File: src/core/fsc_pkg.sv
// constants for the fpu status and control flag block
package fsc_pkg;
  // system control register zero fields
  localparam int SCR_WAIT_MON_BIT   = 1;
  localparam int SCR_COPROC_TYPE_BIT = 4;
  localparam int SCR_NATIVE_ERR_BIT = 5;
  localparam logic [31:0] SCR_RESET = 32'h0000_0010;
  // status word fields
  localparam int SW_INVALID_OP_BIT  = 0;
  localparam int SW_STACK_FAULT_BIT = 6;
  localparam int SW_CC0_BIT         = 8;
  localparam int SW_CC1_BIT         = 9;
  localparam int SW_CC2_BIT         = 10;
  localparam int SW_CC3_BIT         = 14;
  localparam logic [15:0] SW_RESET  = 16'h0000;
  // control word fields
  localparam int CW_INF_CTRL_BIT    = 12;
  localparam logic [15:0] CW_RESET  = 16'h037f;
  // exception vectors
  localparam logic [7:0] VEC_DEV_NOT_AVAIL = 8'h07;
  localparam logic [7:0] VEC_FP_ERROR      = 8'h10;
  // instruction codes presented by the integer unit
  typedef enum logic [3:0] {
    FSC_OP_NONE  = 4'h0,
    FSC_OP_INIT  = 4'h1,
    FSC_OP_PREM  = 4'h2,
    FSC_OP_PREM1 = 4'h3,
    FSC_OP_PTAN  = 4'h4,
    FSC_OP_WAIT  = 4'h5,
    FSC_OP_OTHER = 4'h6
  } fsc_op_t;
  // exception report state
  typedef enum logic [2:0] {
    FSC_IDLE = 3'b001,
    FSC_INT  = 3'b010,
    FSC_EXT  = 3'b100
  } fsc_err_t;
endpackage

File: src/core/fsc_flags.sv
// fpu status and control flag logic between integer unit and fpu
`timescale 1ns/1ps
module fsc_flags
  import fsc_pkg::*;
(
  input  wire logic        ref_clk,
  input  wire logic        rstn,
  input  wire logic        scr_wr,
  input  wire logic [31:0] scr_wdata,
  output logic      [31:0] system_control_reg_zero,
  input  wire logic        task_switched_flag,
  input  wire logic        op_valid,
  input  wire fsc_op_t     op_code,
  input  wire logic        op_done,
  input  wire logic        op_incomplete,
  input  wire logic        stack_fault_evt,
  input  wire logic        stack_overflow,
  input  wire logic        fp_exc_unmasked,
  input  wire logic        err_ack,
  input  wire logic        sw_wr,
  input  wire logic [15:0] sw_wdata,
  output logic      [15:0] status_word,
  input  wire logic        cw_wr,
  input  wire logic [15:0] cw_wdata,
  output logic      [15:0] control_word,
  output logic             affine_closure,
  output logic             trap_valid,
  output logic      [7:0]  trap_vector,
  output logic             ext_error
);
  logic [31:0] next_scr;
  logic [15:0] next_cw;
  logic [15:0] set_mask;
  logic [15:0] clr_mask;
  logic        clr_all;
  logic        wait_type;
  logic        wait_trap;
  fsc_err_t    err_state;
  fsc_err_t    next_err_state;
  logic        next_trap_valid;
  logic [7:0]  next_trap_vector;

  function automatic logic [15:0] bit16(input int pos);
    bit16 = 16'h0001 << pos[3:0];
  endfunction

  // control register: every written bit lands except the fixed type flag
  always_comb begin
    next_scr = system_control_reg_zero;
    if (scr_wr) begin
      next_scr = scr_wdata;
    end
    next_scr[SCR_COPROC_TYPE_BIT] = 1'b1;
  end

  always_ff @(posedge ref_clk or negedge rstn) begin
    if (!rstn) begin
      system_control_reg_zero <= SCR_RESET;
    end else begin
      system_control_reg_zero <= next_scr;
    end
  end

  // control word keeps the infinity bit for software only
  always_comb begin
    next_cw = control_word;
    if (cw_wr) begin
      next_cw = cw_wdata;
    end
  end

  always_ff @(posedge ref_clk or negedge rstn) begin
    if (!rstn) begin
      control_word <= CW_RESET;
    end else begin
      control_word <= next_cw;
    end
  end

  // always affine regardless of bit 12
  assign affine_closure = 1'b1;

  // status word event masks
  always_comb begin
    set_mask = 16'h0000;
    clr_mask = 16'h0000;
    clr_all  = op_valid && (op_code == FSC_OP_INIT);
    if (op_done && op_incomplete &&
        (op_code == FSC_OP_PREM || op_code == FSC_OP_PREM1)) begin
      clr_mask = bit16(SW_CC0_BIT) | bit16(SW_CC1_BIT) | bit16(SW_CC3_BIT);
    end
    if (op_done && op_code == FSC_OP_PTAN) begin
      if (op_incomplete) begin
        set_mask = set_mask | bit16(SW_CC2_BIT);
      end else begin
        clr_mask = clr_mask | bit16(SW_CC2_BIT);
      end
    end
    if (stack_fault_evt) begin
      set_mask = set_mask | bit16(SW_INVALID_OP_BIT) | bit16(SW_STACK_FAULT_BIT);
      if (stack_overflow) begin
        set_mask = set_mask | bit16(SW_CC1_BIT);
        clr_mask = clr_mask & ~bit16(SW_CC1_BIT);
      end else begin
        clr_mask = clr_mask | bit16(SW_CC1_BIT);
        set_mask = set_mask & ~bit16(SW_CC1_BIT);
      end
    end
  end

  // codes sit at fixed status bits
  fsc_sw_reg u_sw (
    .ref_clk  (ref_clk),
    .rstn     (rstn),
    .clr_all  (clr_all),
    .load_en  (sw_wr),
    .load_val (sw_wdata),
    .set_mask (set_mask),
    .clr_mask (clr_mask),
    .sw       (status_word)
  );

  assign wait_type = op_valid && (op_code == FSC_OP_WAIT || op_code == FSC_OP_INIT ||
                     op_code == FSC_OP_PREM || op_code == FSC_OP_PREM1 ||
                     op_code == FSC_OP_PTAN || op_code == FSC_OP_OTHER);
  assign wait_trap = wait_type && task_switched_flag &&
                     system_control_reg_zero[SCR_WAIT_MON_BIT];

  // error reporting path; external request holds until acknowledged in a cycle with no new exception
  always_comb begin
    next_err_state   = err_state;
    next_trap_valid  = 1'b0;
    next_trap_vector = 8'h00;
    // wait trap in every state, even with an external request pending
    if (wait_trap) begin
      next_trap_valid  = 1'b1;
      next_trap_vector = VEC_DEV_NOT_AVAIL;
    end
    case (err_state)
      FSC_IDLE, FSC_INT: begin
        next_err_state = FSC_IDLE;
        // a trapped instruction drops an exception of the same cycle
        if (!wait_trap && fp_exc_unmasked) begin
          if (system_control_reg_zero[SCR_NATIVE_ERR_BIT]) begin
            next_err_state   = FSC_INT;
            next_trap_valid  = 1'b1;
            next_trap_vector = VEC_FP_ERROR;
          end else begin
            next_err_state = FSC_EXT;
          end
        end
      end
      FSC_EXT: begin
        // a new exception in the ack cycle keeps the request
        if (err_ack && !fp_exc_unmasked) begin
          next_err_state = FSC_IDLE;
        end
      end
      default: begin
        next_err_state = FSC_IDLE;
      end
    endcase
  end

  always_ff @(posedge ref_clk or negedge rstn) begin
    if (!rstn) begin
      err_state   <= FSC_IDLE;
      trap_valid  <= 1'b0;
      trap_vector <= 8'h00;
    end else begin
      err_state   <= next_err_state;
      trap_valid  <= next_trap_valid;
      trap_vector <= next_trap_vector;
    end
  end

  assign ext_error = (err_state == FSC_EXT);
endmodule

File: src/core/fsc_sw_reg.sv
// status word register with priority of event, clear and load
`timescale 1ns/1ps
module fsc_sw_reg
  import fsc_pkg::*;
(
  input  wire logic        ref_clk,
  input  wire logic        rstn,
  input  wire logic        clr_all,
  input  wire logic        load_en,
  input  wire logic [15:0] load_val,
  input  wire logic [15:0] set_mask,
  input  wire logic [15:0] clr_mask,
  output logic      [15:0] sw
);
  logic [15:0] next_sw;

  always_comb begin
    next_sw = sw;
    if (clr_all) begin
      next_sw = SW_RESET;
    end else if (load_en) begin
      next_sw = load_val;
    end
    // hardware events win over any load in the same cycle
    next_sw = (next_sw & ~clr_mask) | set_mask;
  end

  always_ff @(posedge ref_clk or negedge rstn) begin
    if (!rstn) begin
      sw <= SW_RESET;
    end else begin
      sw <= next_sw;
    end
  end
endmodule

File: config.mk
export PLATFORM = sky130hd
export DESIGN_NAME = fsc_flags
export DESIGN_NICKNAME = d
export VERILOG_FILES = /design/src/core/fsc_pkg.sv /design/src/core/fsc_flags.sv /design/src/core/fsc_sw_reg.sv
export SDC_FILE = /design/constraint.sdc
export NUM_CORES = 1
export LEC_CHECK = 0
export BUFFER_PORTS_ARGS = -buffer_cell sky130_fd_sc_hd__buf_2
export CORE_MARGIN = 1.5
export CORE_UTILIZATION = 40
export CTS_CLUSTER_SIZE = 10
export DETAILED_ROUTE_END_ITERATION = 10
export PLACE_DENSITY = 0.79
export SYNTH_ARGS = -nofsm -noshare
export SYNTH_HDL_FRONTEND = slang
export SYNTH_SLANG_ARGS = --single-unit
File: constraint.sdc
create_clock -name ref_clk -period 1.19 [get_ports ref_clk]
set_input_delay 0.0595 -clock ref_clk [delete_from_list [all_inputs] [get_ports ref_clk]]
set_output_delay 0.0595 -clock ref_clk [all_outputs]
set_load 0.005 [all_outputs]
==> results.ini <==
[timing]
fin_skew_ns=0.01003
period_share_pct=103.4
hold_viol_final=0
finalCriticalPeriod_ns=1.231
fmax_mhz=812.4
rsz0062_at_grt=true
finalSetupViolations=2
fin_ws_ns=-0.04086
maxSlewViolCount=0
hold_ws_ns=0.007378

[yosys]
netlist_area_um2=2769
ys_seq_area_share_pct=62.81
avgSynthCellArea_um2=14.57
synth_mux_area_share_pct=24.49
synth_top_family_by_area=multiplexers
ys_top_cells_by_count=59 x dfrtp_1, 44 x mux2_2, 16 x mux2i_1, 11 x nor2_1, 10 x dfstp_2
yosysMostFrequentCell=dfrtp_1
async_flop_share_pct=100.0
yosys.area.top_type=dfrtp_1
syn_inst=190
netlist.area_leader.share_pct=53.32
synth-xor-area-share_pct=0.3163
synthSimpleGateAreaFrac_pct=5.513
synth_cell_type_count=31
synth_area_leaders=dfrtp_1 53%, mux2_2 18%, dfstp_2 9.5%
synth_flop_cell=dfrtp_1
synth-edff-count=0
ys_seq_elements=69
synth_compound_area_share_pct=2.576
synth_warnings=0
synth_fa_ha_area_share_pct=0

[worst_setup_path]
cp.arrival_ns=1.45
worstPathCellList=nand4b_1 > a311o_1 > a32o_1
critPathLaunchType=register
worstPathRequired_ns=1.41
cp_slowest_cell=dfrtp_1
critPathMaxStageDelay_ns=0.38
cp-end-kind=register
path_class=reg -> reg
ff2ff_path_depth=3
worst-path-max-fanout=5
regToRegSetupSlack_ns=-0.04

[finish]
drive_above_1_share_pct=55.17
stdcell_count=486
antenna_cells=0
finalCoreUtilization_pct=65.02
nets=482
area_growth_syn_to_layout_pct=58.65

[cts]
cts_buffers=9
htree_levels=3
clockBufferDepth=2
cts_tree=built
clk_pin_slew_ns=0.07
cts.sinks=69
clockRootBuffer=clkbuf_8
clkLatencyLatePin_ns=0.33

[grt]
gr-total-overflow=0
grt_max_degree=70
antenna_found_initial=0
grt_pass1_vias=2423
globalRouteTotalUtil_pct=19.88
grt_first_pass_wirelength_mm=11.24

[routing]
ant_nets=0
wire_per_inst_um=14.59
drtIter0Drc=100
firstDrtPassIters=4
wl_mm=7.090
routed_via_density=4.671
vias=2270
drc=0

[pwr]
clock_power_share_pct=30.0
p_leak_uw=0.002191
internal_power_uw=4193
max-vdd-ir-drop_mv=0.7462
netSwitchingFraction_pct=25.24
p_switching_uw=1416
p_seq_share_pct=50.0
power_uw=5608
combPwrFrac_pct=20.1
powerDensity_nw_per_um2=1277

[place]
gp_congestion=0.7095
dp.cells=409
hpwl_mm=4.161
io_buffers=148
post-place-ws_ns=-0.1299

[worst_hold_path]
whs_path_depth=3
hold_path_class=in -> reg

[job]
drv_cap=0

[floorplan]
placementRows=30
die_w_um=86.20
die_area_um2=7430
io_pins=156
initial_utilization_pct=40.98
core_um2=6756
die_h_um=86.20

[outcome]
violations=negative setup slack
status=finished with violations

per-stage QoR:
step | TNS, ns | cell area, um2
floorplan | 0 | 2784
global placement | -0.1683 | 3588
detailed placement | -0.5635 | 3588
CTS | -0.02992 | 4389
global route | -0.3780 | 4393
finish | -0.04901 | 4393
kinds of logic after synthesis:
kind of cell | after synthesis
flip-flops | 69
buffers and inverters | 19
multiplexers | 62
other | 2
AND/OR/NAND/NOR | 28
XOR/XNOR | 1
AO/OA/AOI/OAI | 9
layout make-up:
class	instances	area, um2
fill	506	2364
clock inverter	2	10.01
tap	80	100.1
inverter	2	7.507
multi-input combinational	106	957.2
clock buffer	14	162.7
timing repair buffer	213	1416
sequential	69	1739
flip-flops by register name, indices dropped and copies added, names as in the netlist:
register and cells:
trap_valid 1, system_control_reg_zero 31, trap_vector 2, u_sw.sw 16, err_state 3, control_word 16
power by group through the flow:
stage | Sequential, uW | Combinational [uW] | Clock [uW]
2_1_floorplan | 2840 | 390 | 0
3_3_place_gp | 2800 | 867 | 0
3_5_place_dp | 2820 | 903 | 0
4_1_cts | 2790 | 1080 | 1740
5_1_grt | 2840 | 1240 | 1830
6_report | 2800 | 1130 | 1680
worst max-delay path: cells and delay by family (launching register included):
| family | cells | cell delay (ns) |
|---|---|---|
| flip-flops | 1 | 0.38 |
| AO/OA/AOI/OAI | 2 | 0.62 |
| AND/OR/NAND/NOR | 1 | 0.12 |
timing repair:
item                                   in CTS  in global routing
hold buffers                               61                  0
setup endpoints to repair                   6                  7
endpoints found under the hold margin     119                  0
setup buffers                               1                  0
resized for setup                           2                  2
pin swaps                                   1                  2
cell usage in the layout (no fill, tap or decap), drive strengths merged, types with 4 or more instances in the layout:
master / n
mux2i: 16
clkbuf: 14
dlygate4sd3: 60
buf: 153
nor3: 4
dfrtp: 59
mux2: 46
conb: 6
nor2: 11
dfstp: 10
per-layer routing:
layer / share of wire, % / wire (um) / GRT usage [%] / vias to the layer above
met5: 0 / 0 / 0 / -
met4: 1.4 / 98 / 6.012 / 0
met3: 6.7 / 476 / 6.571 / 11
met2: 54 / 3839 / 37.87 / 92
met1: 38 / 2675 / 20.62 / 1100
li1: - / - / - / 1067
path summary, 6_finish.rpt:
check,start,to
max in group asynchronous,rstn,err_state[0]$_DFFE_PN1P_
min,sw_wdata[5],u_sw.sw[5]$_DFFE_PN0P_
min in group asynchronous,rstn,u_sw.sw[0]$_DFF_PN0_
max,system_control_reg_zero[1]$_DFFE_PN0P_,err_state[2]$_DFFE_PN0P_
max reg2reg,system_control_reg_zero[1]$_DFFE_PN0P_,err_state[2]$_DFFE_PN0P_
min reg2reg,system_control_reg_zero[25]$_DFFE_PN0P_,system_control_reg_zero[25]$_DFFE_PN0P_
(Power assumes the default switching activity.)
